$ cat src/verilog/fhp_pkg.sv
// package for the floppy head positioning block: register map, fields,
// command codes and timing constants.
// assumes a 10 MHz clock and a classic wishbone register bus.
`default_nettype none
package fhp_pkg;
  // register byte addresses
  localparam logic [4:0] ADDR_CMD    = 5'h00;
  localparam logic [4:0] ADDR_NEWCYL = 5'h04;
  localparam logic [4:0] ADDR_TIMING = 5'h08;
  localparam logic [4:0] ADDR_STAT0  = 5'h0C;
  localparam logic [4:0] ADDR_PCYL   = 5'h10;
  localparam logic [4:0] ADDR_IDREG  = 5'h14;
  localparam logic [4:0] ADDR_CTRL   = 5'h18;
  // command codes written to the command register, bits 3:0
  localparam logic [3:0] CMD_READ_ID   = 4'h1;
  localparam logic [3:0] CMD_RECAL     = 4'h2;
  localparam logic [3:0] CMD_SEEK      = 4'h3;
  localparam logic [3:0] CMD_SENSE_INT = 4'h4;
  localparam logic [3:0] CMD_OTHER     = 4'h5;
  // command register: drive select field position
  localparam int CMD_DRV_LSB = 4;
  // status_zero field positions
  localparam int ST0_SE_BIT  = 5;
  localparam int ST0_EC_BIT  = 4;
  localparam int ST0_HD_BIT  = 2;
  localparam int ST0_IC_LSB  = 6;
  // completion codes
  localparam logic [1:0] IC_NORMAL   = 2'h0;
  localparam logic [1:0] IC_ABNORMAL = 2'h1;
  // recalibrate gives up after this many pulses
  localparam logic [6:0] RECAL_MAX_STEPS = 7'd79;
  // step pulse high time, in microseconds and cycles
  localparam int CLK_HZ         = 10_000_000;
  localparam int STEP_PULSE_US  = 4;
  localparam int STEP_PULSE_CYC = (STEP_PULSE_US * CLK_HZ + 999_999)
                                  / 1_000_000;
  // base step interval 0.5 ms; code c gives (16 - c) * base
  localparam int STEP_BASE_US   = 500;
  localparam int STEP_BASE_CYC  = STEP_BASE_US * (CLK_HZ / 1_000_000);
  // reset values
  localparam logic [3:0] TIMING_RESET = 4'h8;
endpackage : fhp_pkg
`default_nettype wire

$ cat src/verilog/fhp_ctrl.sv
// floppy head positioning control: read id, recalibrate, seek and sense.
// assumes a classic wishbone master and a drive on the pin side.
// What this block does
// - only read id, recalibrate and seek raise the completion interrupt
// - read id stores cylinder, head, sector, size of first good id field
// - no id mark by second index: code 01, missing mark set, end
// - recalibrate zeroes the drive's cylinder and watches track zero
// - while track zero input low, direction outward and keep stepping
// - track zero input high ends recalibrate with seek end set
// - still low after 79 steps: seek end and equipment check set
// - busy only in command phase, drives may step in parallel
// - seek with present below new steps inward, direction 1
// - seek with present above new steps outward; equal gives no step
// - steps are spaced by the programmed step interval code
// - after each seek step compare; on equality set seek end, end
// - head bit in status zero reads 0 after a seek
// - leaving power down clears all cylinders and stored status
// - sense interrupt clears one pending end, reports its code and seek end
// - normal end: seek end 1 code 00; abnormal: seek end 1 code 01
// - equipment check sits at bit 4 of status zero
`default_nettype none
module fhp_ctrl (
  input  wire logic        clk_i,
  input  wire logic        rst_i,
  input  wire logic        ce_i,
  // wishbone slave
  input  wire logic        cyc_i,
  input  wire logic        stb_i,
  input  wire logic        we_i,
  input  wire logic [4:0]  adr_i,
  input  wire logic [3:0]  sel_i,
  input  wire logic [31:0] dat_i,
  output logic [31:0]      dat_o,
  output logic             ack_o,
  // drive side
  input  wire logic        track_zero_n_i,
  input  wire logic        index_pulse_n_i,
  input  wire logic        id_valid_i,
  input  wire logic [31:0] id_field_i,
  input  wire logic        power_down_exit_i,
  output logic [1:0]       drive_sel_o,
  output logic             step_o,
  output logic             step_direction_o,
  output logic             busy_o,
  output logic             controller_irq_o
);
  typedef enum logic [1:0] {
    FHP_IDLE = 2'b00,
    FHP_CMD  = 2'b01,
    FHP_RDID = 2'b10
  } fhp_state_e;

  fhp_state_e  state_q;
  logic [7:0]  pcyl_q  [4]; // one per drive
  logic [7:0]  ncyl_q  [4];
  logic [3:0]  active_q;    // drive is stepping
  logic [3:0]  recal_q;     // stepping is a recalibrate
  logic [6:0]  nsteps_q [4];
  logic [3:0]  done_q;      // drive finished, waiting for sense
  logic [7:0]  st0_q   [4];
  logic [7:0]  stat0_q;     // status last reported by sense or read id
  logic [7:0]  st1_q;
  logic [31:0] id_q;
  logic [3:0]  timing_q;
  logic [7:0]  newcyl_q;
  logic [1:0]  cmd_drv_q;
  logic [3:0]  cmd_code_q;
  logic        rdid_irq_q;
  logic [1:0]  idx_seen_q;
  logic        idx_prev_q;
  logic        ack_q;
  logic [31:0] dat_q;
  logic [3:0]  st_pulse;
  logic [3:0]  st_done;
  logic [3:0]  st_busy;
  logic [3:0]  st_start;
  logic        wr_cmd;
  logic [1:0]  wr_drv;
  logic        sense_go;
  logic        idx_fall;
  logic [1:0]  sense_drv;
  logic        sense_hit;

  // the lowest-numbered drive with a pending end is reported by the next sense
  always_comb begin
    sense_drv = 2'd0;
    sense_hit = 1'b0;
    for (int i = 3; i >= 0; i--) begin
      if (done_q[i]) begin
        sense_drv = 2'(i);
        sense_hit = 1'b1;
      end
    end
  end

  // command write: a single-cycle ack, so each access takes effect once
  assign wr_cmd = cyc_i && stb_i && we_i && !ack_q && sel_i[0]
                  && adr_i == fhp_pkg::ADDR_CMD && state_q == FHP_IDLE;
  assign wr_drv = dat_i[fhp_pkg::CMD_DRV_LSB +: 2];
  assign idx_fall = idx_prev_q && !index_pulse_n_i;

  // wishbone ack and read mux
  always_ff @(posedge clk_i) begin
    if (rst_i) begin
      ack_q <= 1'b0;
      dat_q <= '0;
    end else if (ce_i) begin
      ack_q <= cyc_i && stb_i && !ack_q;
      unique case (adr_i)
        fhp_pkg::ADDR_CMD:    dat_q <= {28'h000_0000, cmd_code_q};
        fhp_pkg::ADDR_NEWCYL: dat_q <= {24'h00_0000, newcyl_q};
        fhp_pkg::ADDR_TIMING: dat_q <= {28'h000_0000, timing_q};
        fhp_pkg::ADDR_STAT0:  dat_q <= {16'h0000, st1_q, stat0_q};
        fhp_pkg::ADDR_PCYL:   dat_q <= {pcyl_q[3], pcyl_q[2],
                                        pcyl_q[1], pcyl_q[0]};
        fhp_pkg::ADDR_IDREG:  dat_q <= id_q;
        fhp_pkg::ADDR_CTRL:   dat_q <= {26'h000_0000, done_q,
                                        busy_o, controller_irq_o};
        default:              dat_q <= '0;
      endcase
    end
  end
  assign ack_o = ack_q;
  assign dat_o = dat_q;

  // plain setting registers
  always_ff @(posedge clk_i) begin
    if (rst_i) begin
      timing_q <= fhp_pkg::TIMING_RESET;
      newcyl_q <= 8'h00;
    end else if (ce_i && cyc_i && stb_i && we_i && !ack_q && sel_i[0]) begin
      if (adr_i == fhp_pkg::ADDR_TIMING) timing_q <= dat_i[3:0];
      if (adr_i == fhp_pkg::ADDR_NEWCYL) newcyl_q <= dat_i[7:0];
    end
  end

  // command phase: one cycle busy for seek and recalibrate, read id holds
  always_ff @(posedge clk_i) begin
    if (rst_i) begin
      state_q    <= FHP_IDLE;
      cmd_code_q <= 4'h0;
      cmd_drv_q  <= 2'd0;
      idx_seen_q <= 2'd0;
      idx_prev_q <= 1'b1;
    end else if (ce_i) begin
      idx_prev_q <= index_pulse_n_i;
      unique case (state_q)
        FHP_IDLE: begin
          if (wr_cmd) begin
            cmd_code_q <= dat_i[3:0];
            cmd_drv_q  <= wr_drv;
            idx_seen_q <= 2'd0;
            state_q    <= (dat_i[3:0] == fhp_pkg::CMD_READ_ID)
                          ? FHP_RDID : FHP_CMD;
          end
        end
        FHP_CMD: state_q <= FHP_IDLE;
        FHP_RDID: begin
          if (id_valid_i || idx_seen_q == 2'd2) state_q <= FHP_IDLE;
          else if (idx_fall) idx_seen_q <= idx_seen_q + 2'd1;
        end
        default: state_q <= FHP_IDLE; // unused code falls back to idle
      endcase
    end
  end
  assign busy_o = state_q != FHP_IDLE;
  assign drive_sel_o = cmd_drv_q;

  // read id result and its interrupt
  always_ff @(posedge clk_i) begin
    if (rst_i) begin
      id_q       <= '0;
      st1_q      <= 8'h00;
      rdid_irq_q <= 1'b0;
    end else if (ce_i) begin
      if (power_down_exit_i) begin
        st1_q      <= 8'h00;
        rdid_irq_q <= 1'b0;
      end else if (state_q == FHP_RDID && id_valid_i) begin
        id_q       <= id_field_i;
        st1_q      <= 8'h00;
        rdid_irq_q <= 1'b1;
      end else if (state_q == FHP_RDID && idx_seen_q == 2'd2) begin
        st1_q      <= 8'h01;
        rdid_irq_q <= 1'b1;
      end else if (sense_go && !sense_hit) begin
        rdid_irq_q <= 1'b0;
      end
    end
  end

  assign sense_go = state_q == FHP_CMD && cmd_code_q == fhp_pkg::CMD_SENSE_INT;

  // reported status zero: sense loads one drive's end status
  always_ff @(posedge clk_i) begin
    if (rst_i) begin
      stat0_q <= 8'h00;
    end else if (ce_i) begin
      if (power_down_exit_i) begin
        stat0_q <= 8'h00;
      end else if (state_q == FHP_RDID && idx_seen_q == 2'd2
                   && !id_valid_i) begin
        stat0_q <= {fhp_pkg::IC_ABNORMAL, 4'h0, cmd_drv_q};
      end else if (state_q == FHP_RDID && id_valid_i) begin
        stat0_q <= {fhp_pkg::IC_NORMAL, 4'h0, cmd_drv_q};
      end else if (sense_go && sense_hit) begin
        stat0_q <= st0_q[sense_drv];
      end
    end
  end

  // one stepper per drive so seeks overlap
  for (genvar g = 0; g < 4; g++) begin : g_drv
    assign st_start[g] = active_q[g] && !st_busy[g] && !st_done[g]
                         && (recal_q[g] ? !track_zero_n_i == 1'b0
                             ? 1'b0 : nsteps_q[g] < fhp_pkg::RECAL_MAX_STEPS
                             : pcyl_q[g] != ncyl_q[g]);
    fhp_stepper u_step (
      .clk_i           (clk_i),
      .rst_i           (rst_i),
      .ce_i            (ce_i),
      .start_i         (st_start[g]),
      .abort_i         (power_down_exit_i),
      .interval_code_i (timing_q),
      .pulse_o         (st_pulse[g]),
      .step_done_o     (st_done[g]),
      .busy_o          (st_busy[g])
    );
  end

  // per-drive position, stepping and end status
  always_ff @(posedge clk_i) begin
    if (rst_i || (ce_i && power_down_exit_i)) begin
      for (int i = 0; i < 4; i++) begin
        pcyl_q[i]   <= 8'h00;
        ncyl_q[i]   <= 8'h00;
        nsteps_q[i] <= 7'd0;
        st0_q[i]    <= 8'h00;
      end
      active_q <= 4'h0;
      recal_q  <= 4'h0;
      done_q   <= 4'h0;
    end else if (ce_i) begin
      for (int i = 0; i < 4; i++) begin
        if (state_q == FHP_CMD && cmd_drv_q == 2'(i)
            && (cmd_code_q == fhp_pkg::CMD_RECAL
                || cmd_code_q == fhp_pkg::CMD_SEEK)) begin
          active_q[i] <= 1'b1;
          done_q[i]   <= 1'b0;
          nsteps_q[i] <= 7'd0;
          recal_q[i]  <= cmd_code_q == fhp_pkg::CMD_RECAL;
          ncyl_q[i]   <= newcyl_q;
          if (cmd_code_q == fhp_pkg::CMD_RECAL) begin
            pcyl_q[i] <= 8'h00;
            ncyl_q[i] <= 8'h00;
          end
        end else if (active_q[i] && !st_busy[i]) begin
          if (recal_q[i] && track_zero_n_i) begin
            active_q[i] <= 1'b0;
            done_q[i]   <= 1'b1;
            st0_q[i]    <= {fhp_pkg::IC_NORMAL, 6'b10_0000} | 8'(i);
          end else if (recal_q[i]
                       && nsteps_q[i] == fhp_pkg::RECAL_MAX_STEPS) begin
            active_q[i] <= 1'b0;
            done_q[i]   <= 1'b1;
            st0_q[i]    <= {fhp_pkg::IC_ABNORMAL, 6'b11_0000} | 8'(i);
          end else if (!recal_q[i] && pcyl_q[i] == ncyl_q[i]) begin
            active_q[i] <= 1'b0;
            done_q[i]   <= 1'b1;
            // head bit stays zero
            st0_q[i]    <= {fhp_pkg::IC_NORMAL, 6'b10_0000} | 8'(i);
          end
        end
        if (st_done[i]) begin
          nsteps_q[i] <= nsteps_q[i] + 7'd1;
          if (!recal_q[i]) begin
            pcyl_q[i] <= (pcyl_q[i] < ncyl_q[i]) ? pcyl_q[i] + 8'd1
                                                 : pcyl_q[i] - 8'd1;
          end
        end
        if (sense_go && sense_hit && sense_drv == 2'(i)) begin
          done_q[i] <= 1'b0;
        end
      end
    end
  end

  // pins: direction follows the commanded drive's relation
  always_ff @(posedge clk_i) begin
    if (rst_i) begin
      step_direction_o <= 1'b0;
    end else if (ce_i && active_q[cmd_drv_q]) begin
      if (recal_q[cmd_drv_q]) begin
        step_direction_o <= 1'b0;
      end else begin
        step_direction_o <= pcyl_q[cmd_drv_q] < ncyl_q[cmd_drv_q];
      end
    end
  end
  assign step_o = |st_pulse;
  assign controller_irq_o = |done_q || rdid_irq_q;
endmodule : fhp_ctrl
`default_nettype wire

$ cat src/verilog/fhp_stepper.sv
// one stepper channel: issues one step pulse per request, then waits out the interval.
// assumes start only while idle.
`default_nettype none
module fhp_stepper (
  input  wire logic       clk_i,
  input  wire logic       rst_i,
  input  wire logic       ce_i,
  input  wire logic       start_i,
  input  wire logic       abort_i,
  input  wire logic [3:0] interval_code_i,
  output logic            pulse_o,
  output logic            step_done_o,
  output logic            busy_o
);
  localparam int CW = 17;
  logic [CW-1:0] cnt_q;
  logic          busy_q;
  logic          pulse_q;

  // interval grows as the code falls, matching the usual step table
  function automatic logic [CW-1:0] interval_cycles(input logic [3:0] c);
    interval_cycles = CW'((5'd16 - {1'b0, c}) * fhp_pkg::STEP_BASE_CYC);
  endfunction : interval_cycles

  // pulse is high for a short time, then the rest of the interval idles
  always_ff @(posedge clk_i) begin
    if (rst_i) begin
      cnt_q   <= '0;
      busy_q  <= 1'b0;
      pulse_q <= 1'b0;
    end else if (ce_i) begin
      if (abort_i) begin
        busy_q  <= 1'b0;
        pulse_q <= 1'b0;
      end else if (start_i && !busy_q) begin
        busy_q  <= 1'b1;
        pulse_q <= 1'b1;
        // one short: the restart cycle completes the interval
        cnt_q   <= interval_cycles(interval_code_i) - CW'(1);
      end else if (busy_q) begin
        if (cnt_q == CW'(1)) begin
          busy_q <= 1'b0;
        end
        cnt_q <= cnt_q - CW'(1);
        if (cnt_q == interval_cycles(interval_code_i)
                     - CW'(fhp_pkg::STEP_PULSE_CYC)) begin
          pulse_q <= 1'b0;
        end
      end
    end
  end

  assign pulse_o     = pulse_q;
  assign busy_o      = busy_q;
  assign step_done_o = busy_q && cnt_q == CW'(1) && ce_i;
endmodule : fhp_stepper
`default_nettype wire

$ cat config.mk
export PLATFORM = sky130hd
export DESIGN_NAME = fhp_ctrl
export DESIGN_NICKNAME = d
export VERILOG_FILES = /design/src/verilog/fhp_pkg.sv /design/src/verilog/fhp_ctrl.sv /design/src/verilog/fhp_stepper.sv
export SDC_FILE = /design/constraint.sdc
export NUM_CORES = 1
export LEC_CHECK = 0
export ABC_AREA = 0
export BUFFER_PORTS_ARGS = -buffer_cell sky130_fd_sc_hd__buf_4
export CORE_AREA = 2 2 139 243
export DETAILED_ROUTE_END_ITERATION = 10
export DIE_AREA = 0 0 141 245
export PLACE_DENSITY = 0.77
export SETUP_SLACK_MARGIN = 0.5
export SLEW_MARGIN = 20
export SYNTH_ARGS = -nofsm -noshare
export SYNTH_HDL_FRONTEND = slang
export SYNTH_SLANG_ARGS = --single-unit
export TNS_END_PERCENT = 100
$ cat constraint.sdc
create_clock -name clk_i -period 11.6 [get_ports clk_i]
set_input_delay 1.16 -clock clk_i [delete_from_list [all_inputs] [get_ports clk_i]]
set_output_delay 1.16 -clock clk_i [all_outputs]
set_load 0.02 [all_outputs]
==> metrics.txt <==
Fin. Hold Viols=0; share of cells above drive strength 1=10.3%; Routed WL per cell=21.8 um; final setup fails=0; Mapped Cells=2063; post-route cell area=19600 um2; area grow syn2layout=10.3%; Post-Route WL=54900 um; post-cts hold buffer count=0; asr flop ratio synth=0%; Seq/Total Area, Yosys=37.7%; Pre-antenna DRT Iters=6; register area=6700 um2; postcts setup bufs=0; Synth Register Bits=286; Post-synth EDFFs=97; vias in the first global route=15600; clock sink count=286; nature of the critical path endpoint=flip-flop; CTS buffer count=27; Chip Height=245 um; vias per cell=6.31; synthesized area=17700 um2; DRC violation count after routing=0; initial DRC count=1235; die area=34500 um2; pre-CTS setup slack=5.98 ns; fmax=0.177 GHz; pwr dens=112 nW/um2; Post-synth top flop=dfxtp_1; first-pass GRT wire length=84100 um; PostCTS Resize Cnt=0; Initial Utilization=54.3%; Core Area=32700 um2; Final #Nets=2293; Avg Cell Area, Syn=8.60 um2; largest cells by area after synthesis=dfxtp_1 (21%), edfxtp_1 (16%), ha_1 (7.4%); count leader, synth=nor2_1; chip width=141 um; final worst-path cycle share=48.8%; Netlist cell types=89; WP data arrival=6.08 ns; leakage=7.45 nW; Root Buffer=clkbuf_16; Slew @ Worst Pin=0.947 ns; Worst slew margin=36.7%; initial antenna violation count=0; max cap viols=0; row count=88; filler instances=2822; clock-pin slew on the worst setup and hold paths=0.07 ns; CP max FO=15; clk buf depth=3; syn nets=2257; number of antenna diodes=0; Yosys top cell by area=dfxtp_1; Final GP Congestion=0.981; Post-DRT Antenna Nets=0; RSZ-0062 raised after global routing=no; worst skew pair latency=0.56 ns; crit path time final=5.67 ns; CTS tree=yes; Ys Warns=0; GR Util All Layers=31.1%; WS Path Type=flip-flop to flip-flop; IO Port Bufs=94; H-tree levels=1; top-area cell type share of the netlist area=21.3%; CP Launch Type=flip-flop; Peak VDD IR=0.000191 V; class of the worst hold path=flip-flop to flip-flop; hpwl dp=41100 um; setup TNS=0 ns; area of the multi-input gates=10300 um2; Via Count=15900; CP required=12.02 ns; Post-synth top cells=nor2_1 (274), nand2_1 (199), dfxtp_1 (189), a21oi_1 (186), o21ai_0 (108); post-place instance area=18700 um2; grt total ovfl=0; Ports=122; Setup Skew=0.0171 ns; Final WS setup=5.93 ns; Slew Limit Fails=0; largest net degree at the start of global routing=79; status=complete, no violations
[path summary, 6_finish.rpt]
path / startpoint / to / slack [ns] / cells past startpoint
worst max-delay path: timing_q[1] / g_drv[0].u_step.pulse_o / 5.93 / 17
worst min-delay path: id_q[9] / id_q[9] / 0.46 / 2
worst max register to register: timing_q[1] / g_drv[0].u_step.pulse_o / 5.93 / 17
worst min register to register: id_q[9] / id_q[9] / 0.46 / 2
[metrics by stage]
step | power (mW) | hold slack [ns] | instances | utilization [%]
5_1_grt | 2.26 | 0.476 | 2524 | 59.9
3_3_place_gp | 1.29 | 0.442 | 2475 | 57.1
2_1_floorplan | 1.23 | 0.419 | 2063 | -
3_5_place_dp | 1.30 | 0.448 | 2475 | 57.1
6_report | 2.20 | 0.457 | 2524 | 59.9
4_1_cts | 2.20 | 0.457 | 2524 | 59.8
[layer usage]
metal	vias up	GRT usage, %	share of wire, %
met4	0	29.0	11
met3	266	4.08	5.5
met1	7542	29.9	32
met5	-	0	0
met2	658	56.3	51
li1	7464	-	-
[layout by cell type, fill, tap and decap left out, types with 19 or more instances in the layout]
cell	Yosys	layout
and3_1	25	23
o21ai_0	108	108
a22oi_1	55	55
inv_1	83	82
a21oi_1	186	186
o21a_1	20	20
nor3_1	46	46
buf_4	1	113
dfxtp_1	189	189
xor2_1	52	52
mux2i_1	24	24
a211oi_1	19	19
nand3_1	53	53
nand2_1	199	199
nand2b_1	20	20
edfxtp_1	97	97
and2_1	36	36
xnor2_1	63	63
nand4_1	31	31
ha_1	105	105
nor2_1	274	272
clkbuf_16	0	27
[logic make-up (layout without fill, tap and decap cells)]
family	after synthesis	in the layout	share of synthesized area, %
AND/OR/NAND/NOR	778	778	20.8
AO/OA/AOI/OAI	522	522	18.2
flip-flops	286	286	37.7
buffers and inverters	193	249	4.28
XOR/XNOR	127	127	7.04
adder cells (fa/ha/maj)	111	111	8.08
multiplexers	46	46	3.83
[sequential cells by signal, indices dropped and copies added, names as in the netlist, 4 cells and up, named ones only]
name / cells
id_q: 32
pcyl_q: 32
active_q: 4
cmd_code_q: 4
newcyl_q: 8
g_drv.u_step.cnt_q: 68
dat_o: 32
g_drv.u_step.pulse_o: 4
done_q: 4
timing_q: 4
st0_q: 8
recal_q: 4
nsteps_q: 28
ncyl_q: 32
stat0_q: 5
g_drv.u_step.busy_o: 4
[critical path: stages, from the launching register on]
cell	delay [ns]
dfxtp_1	0.51
nor3_2	0.13
xnor2_2	0.70
xnor2_1	0.17
ha_1	0.22
a21o_1	0.15
ha_1	0.29
ha_1	0.29
ha_1	0.30
ha_1	0.43
nand4b_1	0.21
a211oi_1	0.28
a211oi_1	0.09
xnor2_1	0.63
xnor2_1	0.37
xor2_1	0.23
o41ai_1	0.38
o211ai_1	0.14
[where the power goes]
group	switching [mW]	internal, mW
sequential	0.0268	1.05
clock	0.402	0.510
combinational	0.121	0.0838
[layout make-up]
type                            instances  share of cell area [%]
Timing Repair Buffer                  113                    4.33
Inverter                               87                    1.67
Sequential cell                       286                    34.2
Tap cell                              405                    2.59
Clock inverter                         13                   0.786
Multi-Input combinational cell       1584                    52.7
Clock buffer                           36                    3.73
Note: power is estimated with default switching activity, not from simulation.
